### config.mk
export PLATFORM = sky130hd
export DESIGN_NAME = drkp_panel
export DESIGN_NICKNAME = d
export VERILOG_FILES = /design/src/drkp_pkg.sv /design/src/drkp_panel.sv /design/src/drkp_debounce.sv
export VERILOG_INCLUDE_DIRS = /design/src
export SDC_FILE = /design/constraint.sdc
export NUM_CORES = 2
export LEC_CHECK = 0
export ABC_AREA = 1
export BUFFER_PORTS_ARGS = -buffer_cell sky130_fd_sc_hd__buf_2
export CAP_MARGIN = 40
export CORE_MARGIN = 2
export CORE_UTILIZATION = 45
export DETAILED_ROUTE_END_ITERATION = 6
export PLACE_DENSITY = 0.63
export SLEW_MARGIN = 10
export SYNTH_ARGS = -nofsm -noshare
export SYNTH_HDL_FRONTEND = slang
export SYNTH_SLANG_ARGS = --single-unit
### constraint.sdc
create_clock -name hclk -period 3.1 [get_ports hclk]
set_clock_uncertainty 0.1 [all_clocks]
set_input_delay 0.62 -clock hclk [delete_from_list [all_inputs] [get_ports hclk]]
set_output_delay 0.62 -clock hclk [all_outputs]
set_load 0.1 [all_outputs]
### src/drkp_params.svh
// Offsets, field positions, reset values and timing counts of the keypad panel
`ifndef DRKP_PARAMS_SVH
`define DRKP_PARAMS_SVH

// ----------------------------------------
// Register byte offsets
// ----------------------------------------
`define DRKP_OFS_STATUS 8'h00
`define DRKP_OFS_FREQ 8'h04
`define DRKP_OFS_PIDX 8'h08
`define DRKP_OFS_PDATA 8'h0C
`define DRKP_OFS_DISP 8'h10

// ----------------------------------------
// Status and display field positions
// ----------------------------------------
`define DRKP_ST_MODE 0
`define DRKP_ST_RUNF 2
`define DRKP_ST_RUNR 3
`define DRKP_ST_FAULT 4
`define DRKP_ST_CUR 5
`define DRKP_ST_DSEL 8
`define DRKP_DISP_KIND 16

// ----------------------------------------
// Parameter store
// ----------------------------------------
`define DRKP_NPARAM 32
`define DRKP_PIDX_MON 5'h04
`define DRKP_PIDX_FSRC 5'h08
`define DRKP_PIDX_DIR 5'h09
`define DRKP_RST_MON 16'h0001
`define DRKP_RST_FSRC 16'h0001
`define DRKP_MON_DIN 16'h000B
`define DRKP_FSRC_PANEL 16'h0000
`define DRKP_FSRC_POT 16'h0001
`define DRKP_FREQ_STEP 16'h0001

// ----------------------------------------
// Key indexes
// ----------------------------------------
`define DRKP_NKEY 11
`define DRKP_K_PARAM 0
`define DRKP_K_DATA 1
`define DRKP_K_ENTER 2
`define DRKP_K_SHIFT 3
`define DRKP_K_UP 4
`define DRKP_K_DOWN 5
`define DRKP_K_FWD 6
`define DRKP_K_REV 7
`define DRKP_K_STOP 8
`define DRKP_K_RESET 9
`define DRKP_K_FCLR 10

// ----------------------------------------
// Timing
// ----------------------------------------
`define DRKP_CLK_KHZ 25000
`define DRKP_DEBOUNCE_MS 10
`define DRKP_DEBOUNCE_CYC (`DRKP_DEBOUNCE_MS * `DRKP_CLK_KHZ)
`define DRKP_DB_W 18

`endif

### src/drkp_pkg.sv
// Types shared by the keypad panel design
package drkp_pkg;

    typedef enum logic [1:0] {
        DRKP_MODE_OPER = 2'b00,
        DRKP_MODE_PCODE = 2'b01,
        DRKP_MODE_PEDIT = 2'b10
    } drkp_mode_t;

    typedef enum logic [3:0] {
        DRKP_DK_FCMD = 4'h0,
        DRKP_DK_FOUT = 4'h1,
        DRKP_DK_IOUT = 4'h2,
        DRKP_DK_VOUT = 4'h3,
        DRKP_DK_UNIT = 4'h4,
        DRKP_DK_DIN = 4'h5,
        DRKP_DK_PCODE = 4'h6,
        DRKP_DK_PVAL = 4'h7
    } drkp_dkind_t;

    typedef enum logic [1:0] {
        DRKP_DIR_BOTH = 2'b00,
        DRKP_DIR_FWD_ONLY = 2'b01,
        DRKP_DIR_REV_ONLY = 2'b10
    } drkp_dir_t;

endpackage : drkp_pkg

### src/drkp_panel.sv
// Keypad and display controller of the drive front panel, with AHB-Lite registers
//
// Design decisions made here: the AHB-Lite slave port and the register addresses.
`timescale 1ns/100ps
`include "drkp_params.svh"

module drkp_panel
    import drkp_pkg::*;
#(
    parameter logic [`DRKP_DB_W-1:0] DB_CYCLES = `DRKP_DB_W'(`DRKP_DEBOUNCE_CYC)
) (
    // Clock and reset
    input wire logic hclk,
    input wire logic hresetn,
    // AHB-Lite slave
    input wire logic hsel,
    input wire logic [7:0] haddr,
    input wire logic [1:0] htrans,
    input wire logic hwrite,
    input wire logic [2:0] hsize,
    input wire logic [31:0] hwdata,
    input wire logic hready,
    output logic [31:0] hrdata,
    output logic hreadyout,
    output logic hresp,
    // Panel keys, high when pressed
    input wire logic param_mode_key,
    input wire logic data_key,
    input wire logic enter_key,
    input wire logic shift_key,
    input wire logic up_key,
    input wire logic down_key,
    input wire logic forward_run_key,
    input wire logic reverse_run_key,
    input wire logic stop_key,
    input wire logic reset_key,
    // Terminals
    input wire logic fault_clear_input,
    input wire logic [7:0] multifunction_inputs,
    // Drive core
    input wire logic drive_running,
    input wire logic fault_event,
    input wire logic [15:0] panel_pot_input,
    input wire logic [15:0] ext_speed_input,
    input wire logic [15:0] out_freq,
    input wire logic [15:0] out_current,
    input wire logic [15:0] out_voltage,
    input wire logic [15:0] unitless_value,
    output logic run_fwd,
    output logic run_rev,
    output logic fault_latched,
    output logic [15:0] speed_cmd,
    // Indicators and display
    output logic fwd_lamp,
    output logic rev_lamp,
    output logic [3:0] display_kind,
    output logic [15:0] display_value,
    output logic [1:0] cursor_pos,
    output logic cursor_flash,
    // Non-volatile store
    output logic nvm_write,
    output logic [4:0] nvm_addr,
    output logic [15:0] nvm_data
);

    // ----------------------------------------
    // Declarations
    // ----------------------------------------
    logic [`DRKP_NKEY-1:0] raw_keys;
    logic [`DRKP_NKEY-1:0] key_level;
    logic [`DRKP_NKEY-1:0] key_press;
    logic [7:0] din_s1_q;
    logic [7:0] din_s2_q;
    logic [15:0] pmem [`DRKP_NPARAM];
    drkp_mode_t mode_q;
    logic [4:0] pcode_q;
    logic [15:0] edit_q;
    logic [15:0] orig_q;
    logic [1:0] cur_q;
    logic [2:0] dsel_q;
    logic [15:0] freq_q;
    logic run_fwd_q;
    logic run_rev_q;
    logic fault_q;
    logic [15:0] speed_q;
    logic [3:0] dkind_q;
    logic [15:0] dval_q;
    logic nvm_wr_q;
    logic [4:0] nvm_addr_q;
    logic [15:0] nvm_data_q;
    logic pend_q;
    logic pwrite_q;
    logic [7:0] paddr_q;
    logic [4:0] pidx_q;
    logic [31:0] hrdata_q;
    logic hreadyout_q;
    logic flash_q;
    logic bus_wr;
    logic store_now;
    logic [15:0] fsrc;
    logic [15:0] mon_sel;
    drkp_dir_t dir_lim;

    // Step for the digit under the cursor; cursor 0 is the leftmost digit
    function automatic logic [15:0] digit_step(input logic [1:0] cur);
        case (cur)
            2'h0: digit_step = 16'h1000;
            2'h1: digit_step = 16'h0100;
            2'h2: digit_step = 16'h0010;
            default: digit_step = 16'h0001;
        endcase
    endfunction : digit_step

    function automatic logic is_wr(input logic [7:0] ofs, input logic [7:0] target,
                                   input logic pend, input logic pwr);
        is_wr = pend && pwr && (ofs == target);
    endfunction : is_wr

    // ----------------------------------------
    // Key conditioning
    // ----------------------------------------
    assign raw_keys = {fault_clear_input, reset_key, stop_key, reverse_run_key,
                       forward_run_key, down_key, up_key, shift_key, enter_key,
                       data_key, param_mode_key};

    genvar gk;
    generate
        for (gk = 0; gk < `DRKP_NKEY; gk++) begin : g_key
            drkp_debounce #(
                .DB_CYCLES(DB_CYCLES)
            ) u_db (
                .hclk(hclk),
                .hresetn(hresetn),
                .raw_in(raw_keys[gk]),
                .level_q(key_level[gk]),
                .press_q(key_press[gk])
            );
        end
    endgenerate

    always_ff @(posedge hclk or negedge hresetn) begin
        if (!hresetn) begin
            din_s1_q <= 8'h00;
            din_s2_q <= 8'h00;
        end else begin
            din_s1_q <= multifunction_inputs;
            din_s2_q <= din_s1_q;
        end
    end

    // ----------------------------------------
    // Parameter store
    // ----------------------------------------
    assign fsrc = pmem[`DRKP_PIDX_FSRC];
    assign mon_sel = pmem[`DRKP_PIDX_MON];
    assign dir_lim = drkp_dir_t'(pmem[`DRKP_PIDX_DIR][1:0]);
    assign bus_wr = is_wr(paddr_q, `DRKP_OFS_PDATA, pend_q, pwrite_q);
    assign store_now = (mode_q == DRKP_MODE_PEDIT) &&
                       (key_press[`DRKP_K_ENTER] || key_press[`DRKP_K_DATA]);

    // Bus write is applied after a panel store, so software has the last word
    always_ff @(posedge hclk or negedge hresetn) begin
        if (!hresetn) begin
            for (int i = 0; i < `DRKP_NPARAM; i++) begin
                pmem[i] <= 16'h0000;
            end
            pmem[`DRKP_PIDX_MON] <= `DRKP_RST_MON;
            pmem[`DRKP_PIDX_FSRC] <= `DRKP_RST_FSRC;
        end else begin
            if (store_now) begin
                pmem[pcode_q] <= edit_q;
            end
            if (bus_wr) begin
                pmem[pidx_q] <= hwdata[15:0];
            end
        end
    end

    always_ff @(posedge hclk or negedge hresetn) begin
        if (!hresetn) begin
            nvm_wr_q <= 1'b0;
            nvm_addr_q <= 5'h00;
            nvm_data_q <= 16'h0000;
        end else begin
            nvm_wr_q <= store_now;
            if (store_now) begin
                nvm_addr_q <= pcode_q;
                nvm_data_q <= edit_q;
            end
        end
    end

    // ----------------------------------------
    // Panel mode, parameter code and entry
    // ----------------------------------------
    always_ff @(posedge hclk or negedge hresetn) begin
        if (!hresetn) begin
            mode_q <= DRKP_MODE_OPER;
            pcode_q <= 5'h00;
            edit_q <= 16'h0000;
            orig_q <= 16'h0000;
            cur_q <= 2'h0;
            flash_q <= 1'b0;
        end else begin
            // Flash trails edit mode by one cycle so the pin comes from a flop
            flash_q <= (mode_q == DRKP_MODE_PEDIT);
            case (mode_q)
                DRKP_MODE_OPER: begin
                    if (key_press[`DRKP_K_PARAM]) begin
                        mode_q <= DRKP_MODE_PCODE;
                    end else if (key_press[`DRKP_K_DOWN]) begin
                        mode_q <= DRKP_MODE_PCODE;
                        pcode_q <= `DRKP_PIDX_MON;
                    end
                end
                DRKP_MODE_PCODE: begin
                    if (key_press[`DRKP_K_PARAM]) begin
                        mode_q <= DRKP_MODE_OPER;
                    end else if (key_press[`DRKP_K_DATA]) begin
                        mode_q <= DRKP_MODE_PEDIT;
                        edit_q <= pmem[pcode_q];
                        orig_q <= pmem[pcode_q];
                        cur_q <= 2'h0;
                    end else if (key_press[`DRKP_K_UP]) begin
                        pcode_q <= pcode_q + 5'h01;
                    end else if (key_press[`DRKP_K_DOWN]) begin
                        pcode_q <= pcode_q - 5'h01;
                    end
                end
                DRKP_MODE_PEDIT: begin
                    if (store_now) begin
                        mode_q <= DRKP_MODE_PCODE;
                    end else if (key_press[`DRKP_K_PARAM]) begin
                        mode_q <= DRKP_MODE_OPER;
                    end else if (key_press[`DRKP_K_SHIFT]) begin
                        cur_q <= cur_q + 2'h1;
                    end else if (key_press[`DRKP_K_UP]) begin
                        edit_q <= edit_q + digit_step(cur_q);
                    end else if (key_press[`DRKP_K_DOWN]) begin
                        edit_q <= edit_q - digit_step(cur_q);
                    end else if (key_press[`DRKP_K_RESET] && !fault_q) begin
                        edit_q <= orig_q;
                    end
                end
                default: begin
                    mode_q <= DRKP_MODE_OPER;
                end
            endcase
        end
    end

    // ----------------------------------------
    // Monitor cycling
    // ----------------------------------------
    always_ff @(posedge hclk or negedge hresetn) begin
        if (!hresetn) begin
            dsel_q <= 3'h0;
        end else if (mode_q == DRKP_MODE_OPER && drive_running &&
                     key_press[`DRKP_K_SHIFT]) begin
            dsel_q <= (dsel_q >= 3'h4) ? 3'h0 : dsel_q + 3'h1;
        end
    end

    // ----------------------------------------
    // Frequency setting
    // ----------------------------------------
    always_ff @(posedge hclk or negedge hresetn) begin
        if (!hresetn) begin
            freq_q <= 16'h0000;
        end else begin
            if (mode_q == DRKP_MODE_OPER && key_press[`DRKP_K_UP] &&
                fsrc == `DRKP_FSRC_PANEL) begin
                freq_q <= freq_q + `DRKP_FREQ_STEP;
            end
            if (is_wr(paddr_q, `DRKP_OFS_FREQ, pend_q, pwrite_q)) begin
                freq_q <= hwdata[15:0];
            end
        end
    end

    always_ff @(posedge hclk or negedge hresetn) begin
        if (!hresetn) begin
            speed_q <= 16'h0000;
        end else if (fsrc == `DRKP_FSRC_PANEL) begin
            speed_q <= freq_q;
        end else if (fsrc == `DRKP_FSRC_POT) begin
            speed_q <= panel_pot_input;
        end else begin
            speed_q <= ext_speed_input;
        end
    end

    // ----------------------------------------
    // Run commands
    // ----------------------------------------
    // A latched fault drops both run commands until it is released
    always_ff @(posedge hclk or negedge hresetn) begin
        if (!hresetn) begin
            run_fwd_q <= 1'b0;
            run_rev_q <= 1'b0;
        end else if (fault_q || key_press[`DRKP_K_STOP]) begin
            run_fwd_q <= 1'b0;
            run_rev_q <= 1'b0;
        end else if (key_press[`DRKP_K_FWD]) begin
            if (run_fwd_q && dir_lim != DRKP_DIR_FWD_ONLY) begin
                run_fwd_q <= 1'b0;
            end else if (dir_lim != DRKP_DIR_REV_ONLY) begin
                run_fwd_q <= 1'b1;
                run_rev_q <= 1'b0;
            end
        end else if (key_press[`DRKP_K_REV]) begin
            if (run_rev_q && dir_lim != DRKP_DIR_REV_ONLY) begin
                run_rev_q <= 1'b0;
            end else if (dir_lim != DRKP_DIR_FWD_ONLY) begin
                run_rev_q <= 1'b1;
                run_fwd_q <= 1'b0;
            end
        end
    end

    // ----------------------------------------
    // Fault latch
    // ----------------------------------------
    // A new fault in the clearing cycle keeps the latch set
    always_ff @(posedge hclk or negedge hresetn) begin
        if (!hresetn) begin
            fault_q <= 1'b0;
        end else if (fault_event) begin
            fault_q <= 1'b1;
        end else if (key_press[`DRKP_K_RESET] || key_level[`DRKP_K_FCLR]) begin
            fault_q <= 1'b0;
        end
    end

    // ----------------------------------------
    // Display
    // ----------------------------------------
    always_ff @(posedge hclk or negedge hresetn) begin
        if (!hresetn) begin
            dkind_q <= DRKP_DK_FCMD;
            dval_q <= 16'h0000;
        end else if (mode_q == DRKP_MODE_PCODE) begin
            dkind_q <= DRKP_DK_PCODE;
            dval_q <= {11'h000, pcode_q};
        end else if (mode_q == DRKP_MODE_PEDIT) begin
            dkind_q <= DRKP_DK_PVAL;
            dval_q <= edit_q;
        end else if (drive_running && mon_sel == `DRKP_MON_DIN) begin
            dkind_q <= DRKP_DK_DIN;
            dval_q <= {8'h00, din_s2_q};
        end else begin
            case (dsel_q)
                3'h1: begin
                    dkind_q <= DRKP_DK_FOUT;
                    dval_q <= out_freq;
                end
                3'h2: begin
                    dkind_q <= DRKP_DK_IOUT;
                    dval_q <= out_current;
                end
                3'h3: begin
                    dkind_q <= DRKP_DK_VOUT;
                    dval_q <= out_voltage;
                end
                3'h4: begin
                    dkind_q <= DRKP_DK_UNIT;
                    dval_q <= unitless_value;
                end
                default: begin
                    dkind_q <= DRKP_DK_FCMD;
                    dval_q <= speed_q;
                end
            endcase
        end
    end

    // ----------------------------------------
    // AHB-Lite slave
    // ----------------------------------------
    // One wait state on every transfer keeps read data straight from a flop
    always_ff @(posedge hclk or negedge hresetn) begin
        if (!hresetn) begin
            pend_q <= 1'b0;
            pwrite_q <= 1'b0;
            paddr_q <= 8'h00;
            hreadyout_q <= 1'b1;
        end else if (pend_q) begin
            pend_q <= 1'b0;
            hreadyout_q <= 1'b1;
        end else if (hsel && htrans[1] && hready) begin
            pend_q <= 1'b1;
            pwrite_q <= hwrite;
            paddr_q <= haddr;
            hreadyout_q <= 1'b0;
        end
    end

    always_ff @(posedge hclk or negedge hresetn) begin
        if (!hresetn) begin
            pidx_q <= 5'h00;
        end else if (is_wr(paddr_q, `DRKP_OFS_PIDX, pend_q, pwrite_q)) begin
            pidx_q <= hwdata[4:0];
        end
    end

    always_ff @(posedge hclk or negedge hresetn) begin
        if (!hresetn) begin
            hrdata_q <= 32'h00000000;
        end else if (pend_q && !pwrite_q) begin
            case (paddr_q)
                `DRKP_OFS_STATUS: begin
                    hrdata_q <= {21'h000000, dsel_q, 1'b0, cur_q, fault_q, run_rev_q,
                                 run_fwd_q, mode_q};
                end
                `DRKP_OFS_FREQ: hrdata_q <= {16'h0000, freq_q};
                `DRKP_OFS_PIDX: hrdata_q <= {27'h0000000, pidx_q};
                `DRKP_OFS_PDATA: hrdata_q <= {16'h0000, pmem[pidx_q]};
                `DRKP_OFS_DISP: hrdata_q <= {12'h000, dkind_q, dval_q};
                default: hrdata_q <= 32'h00000000;
            endcase
        end
    end

    // ----------------------------------------
    // Outputs
    // ----------------------------------------
    assign hrdata = hrdata_q;
    assign hreadyout = hreadyout_q;
    assign hresp = 1'b0;
    assign run_fwd = run_fwd_q;
    assign run_rev = run_rev_q;
    assign fwd_lamp = run_fwd_q;
    assign rev_lamp = run_rev_q;
    assign fault_latched = fault_q;
    assign speed_cmd = speed_q;
    assign display_kind = dkind_q;
    assign display_value = dval_q;
    assign cursor_pos = cur_q;
    assign cursor_flash = flash_q;
    assign nvm_write = nvm_wr_q;
    assign nvm_addr = nvm_addr_q;
    assign nvm_data = nvm_data_q;

endmodule : drkp_panel

### src/drkp_debounce.sv
// Synchroniser and debouncer for one panel key or terminal
`timescale 1ns/100ps
`include "drkp_params.svh"

module drkp_debounce #(
    parameter logic [`DRKP_DB_W-1:0] DB_CYCLES = `DRKP_DB_W'(`DRKP_DEBOUNCE_CYC)
) (
    // Clock and reset
    input wire logic hclk,
    input wire logic hresetn,
    // Raw pin, high when pressed
    input wire logic raw_in,
    // Clean level and press-edge pulse
    output logic level_q,
    output logic press_q
);

    logic sync1_q;
    logic sync2_q;
    logic [`DRKP_DB_W-1:0] cnt_q;

    always_ff @(posedge hclk or negedge hresetn) begin
        if (!hresetn) begin
            sync1_q <= 1'b0;
            sync2_q <= 1'b0;
        end else begin
            sync1_q <= raw_in;
            sync2_q <= sync1_q;
        end
    end

    // Level must stay different for the whole window before it is taken
    always_ff @(posedge hclk or negedge hresetn) begin
        if (!hresetn) begin
            cnt_q <= '0;
            level_q <= 1'b0;
            press_q <= 1'b0;
        end else begin
            press_q <= 1'b0;
            if (sync2_q == level_q) begin
                cnt_q <= '0;
            end else if (cnt_q >= DB_CYCLES - `DRKP_DB_W'(1)) begin
                cnt_q <= '0;
                level_q <= sync2_q;
                press_q <= sync2_q;
            end else begin
                cnt_q <= cnt_q + `DRKP_DB_W'(1);
            end
        end
    end

endmodule : drkp_debounce

==> metrics <==
# rows=127; Area Overhead vs Synth=14.8%; Clk network pwr share=45.3%; Critical-path top delay cell=o21ai_0; antenna-violating nets left=0; drt drc=8; kind of critical path=register to register; share of flip-flops with an asynchronous set or reset=100%; WP data required=3620 ps; YS warnings=0; Comb power frac=11.3%; minimum clock period=3150 ps; cell taking the most area after synthesis=dfrtp_1; worst reg2reg endpoint=hrdata[4]; Critical R2R Launch=pidx_q[1]; critical path arrival=3670 ps; Slew Viols, Final=0; Via Count=57218; vias in the first global route=52022; Switching Share=28.3%; Rel. slew slack=38.9%; Synth Flop Type=dfrtp_1; Root Driver=clkbuf_16; worst slack, placed=200 ps; Initial DRC Count=8242; pin count of the biggest net entering global routing=100; I/O Pins=267; crit end category=register; multi-input logic area=0.0272 mm^2; top cell type's share of synthesized area=42.5%; max cap viols=0; sequential power share=43.5%; setup_tns=-51.6 ps; CTS tree=yes; Most common cell on crit path=nand2_1; internal power=20.4 mW; EDFF count, synth=0; Wirelength per Cell=23.3 um; Post-CTS Setup Inserts=0; Final GP Congestion=1.03; later-pin clock latency in the skew report=750 ps; port bufs=231; HPWL after DPL=156 mm; most frequent cells after synthesis=2916 x nand2_1, 1276 x o21ai_0, 922 x dfrtp_1; WHS Endpoint=paddr_q[0]; die area=0.123 mm^2; critical path fanouts, max=37; hold path depth=3; Via density=5.81; Max Fclk=317 MHz; syn_area_per_cell=6.82 um^2; outcome=finished with violations; Cell variety after synth=48; antenna violations before repair=15; period utilization=102%; Reg area=0.0232 mm^2; crit path cell chain=inv_1, buf_4, nor2_4, buf_12, buf_12, nand2_1, o21ai_0, o21ai_0, nand2_1, nor2_1, nand2_1, nand2_1, nand2_1, nand2_1, nand2_1; PwrDens=456 mW/mm^2; Num CTS Buffers=106; cell count of the worst reg-to-reg path=15; chip height=351 um; RSZ-0062 raised after global routing=no; Final WS setup=-51.6 ps; R2R setup slack=-50 ps; clk buf depth=3; most frequent cell after synthesis=nand2_1; gr ovfl total=0; slew of the pin with the lowest slew margin=907 ps; final hold vios=0; Critical Path Start Type=register; total track usage=36.6%; Clock Sink Count=925; Die X-Extent=351 um; Leak=32.7 nW; Seq/Total Area, Yosys=42.7%; max incr delay on CP=420 ps; endpoints failing setup=1; Hold WC Path Type=input pin to register; CTS clock-pin slew for the worst setup and hold paths=60 ps; first-pass GRT wire length=335 mm; violations in the final reports=design-rule violations, negative setup slack; initial core utilization=45.3%; Peak supply drop=432 uV; layout cells sized above 1=9.68%; synth top area cells=dfrtp_1 43%, nand2_1 20%, o21ai_0 12%, nor2_1 4.1%, inv_1 3.6%; #FFs+latches synth=925; nets@finish=8346; synthesized area=0.0542 mm^2; Placeable Area=0.120 mm^2; H-tree Lvls=3; min-delay src=haddr[0]; first-pass detailed-route iteration total=7; Syn Inst Count=7951; Min Hold Slack=0.101 ps; drt total wl=230 mm; fillers=11894; Sw Pwr=8.03 mW; Power, Total=28.4 mW
## per-stage QoR
| stage | util (%) | instances | area, um^2 |
|---|---|---|---|
| final | 52.0 | 9853 | 62300 |
| after global routing | 51.9 | 9843 | 62200 |
| after CTS | 51.9 | 9842 | 62200 |
| after detailed placement | 48.8 | 9620 | 58400 |
| after global placement | 48.7 | 9617 | 58400 |
| after floorplan | - | 7965 | 54300 |
## area by class of cell
| cell class | instances | area share, % |
|---|---|---|
| Antenna cell | 11 | 0.0442 |
| Inverter | 544 | 3.28 |
| Timing Repair Buffer | 581 | 6.99 |
| Multi-Input combinational cell | 5987 | 43.6 |
| Clock buffer | 146 | 4.92 |
| Tap cell | 1612 | 3.24 |
| Clock inverter | 47 | 0.711 |
| Sequential cell | 925 | 37.2 |
## placed cells by master (no fill, tap or decap), types with 41 or more instances in the layout
| cell type | instances |
|---|---|
| inv_1 | 519 |
| nor2_1 | 589 |
| o21ai_0 | 1276 |
| dfrtp_1 | 921 |
| xor2_1 | 84 |
| nor3_1 | 116 |
| buf_2 | 230 |
| nand2_1 | 2914 |
| nand3_1 | 268 |
| nand4_1 | 142 |
| buf_4 | 281 |
| a22oi_1 | 89 |
| nor4_1 | 41 |
| clkbuf_16 | 107 |
| a21oi_1 | 187 |
## critical path, delay by kind of cell (launching register included)
family | cells | cell delay, ps
and+or+nand+nor | 9 | 1230
buffers and inverters | 4 | 800
AOI/OAI and AO/OA | 2 | 490
DFF | 1 | 380
## power by group through the flow
stage / sequential (mW) / clock (mW) / combinational [mW]
2_1_floorplan: 12.8 / 0 / 1.25
3_5_place_dp: 12.6 / 0 / 3.02
4_1_cts: 12.3 / 13.0 / 3.06
3_3_place_gp: 12.6 / 0 / 3.01
6_report: 12.3 / 12.9 / 3.20
5_1_grt: 12.4 / 13.4 / 3.32
## cells by family (layout without fill, tap and decap cells)
family	after synthesis	in the layout	synth area share (%)
simple gates	4130	4130	30.7
compound gates	1695	1695	16.5
buf+inv	1053	1318	7.51
flops	925	925	42.7
xor+xnor	101	101	1.63
fa+ha+maj	34	34	0.798
mux	12	12	0.221
other cells	1	26	0.00691
## routing by layer
layer | part of all wire [%] | track usage (%) | up-vias
met5 | 0.039 | 0 | -
met4 | 8.2 | 25.4 | 14
met3 | 12 | 10.3 | 895
met2 | 42 | 53.2 | 3461
met1 | 38 | 46.9 | 26682
li1 | - | - | 26166
## flip-flops by register name, indices dropped and copies added, names as in the netlist, 8 cells and up
signal,flops
fsrc,16
g_key.u_db.press_q,10
g_key.u_db.cnt_q,198
g_key.u_db.sync2_q,11
din_s2_q,8
nvm_data,16
speed_cmd,16
paddr_q,8
pmem,478
freq_q,16
edit_q,16
mon_sel,16
hrdata,19
g_key.u_db.level_q,11
g_key.u_db.sync1_q,11
din_s1_q,8
display_value,16
orig_q,16
## what timing repair did
action                                  in CTS  in global routing
hold buffers                                29                  0
hold endpoints to repair                    52                  0
endpoints found under the setup margin       0                 15
gates resized for setup                      0                  1
## worst max-delay path by stage
stage	startpoint	end	slack (ps)	cells after the start
global placement	mode_q[0]	pmem[230]	240	12
finish	pidx_q[1]	hrdata[4]	-50	15
global route	pidx_q[1]	hrdata[4]	5	15
detailed placement	mode_q[0]	pmem[234]	200	12
floorplan	cursor_pos[0]	edit_q[13]	120	15
CTS	mode_q[1]	pmem[234]	160	13
No activity file was read; power rests on OpenSTA's default activity.
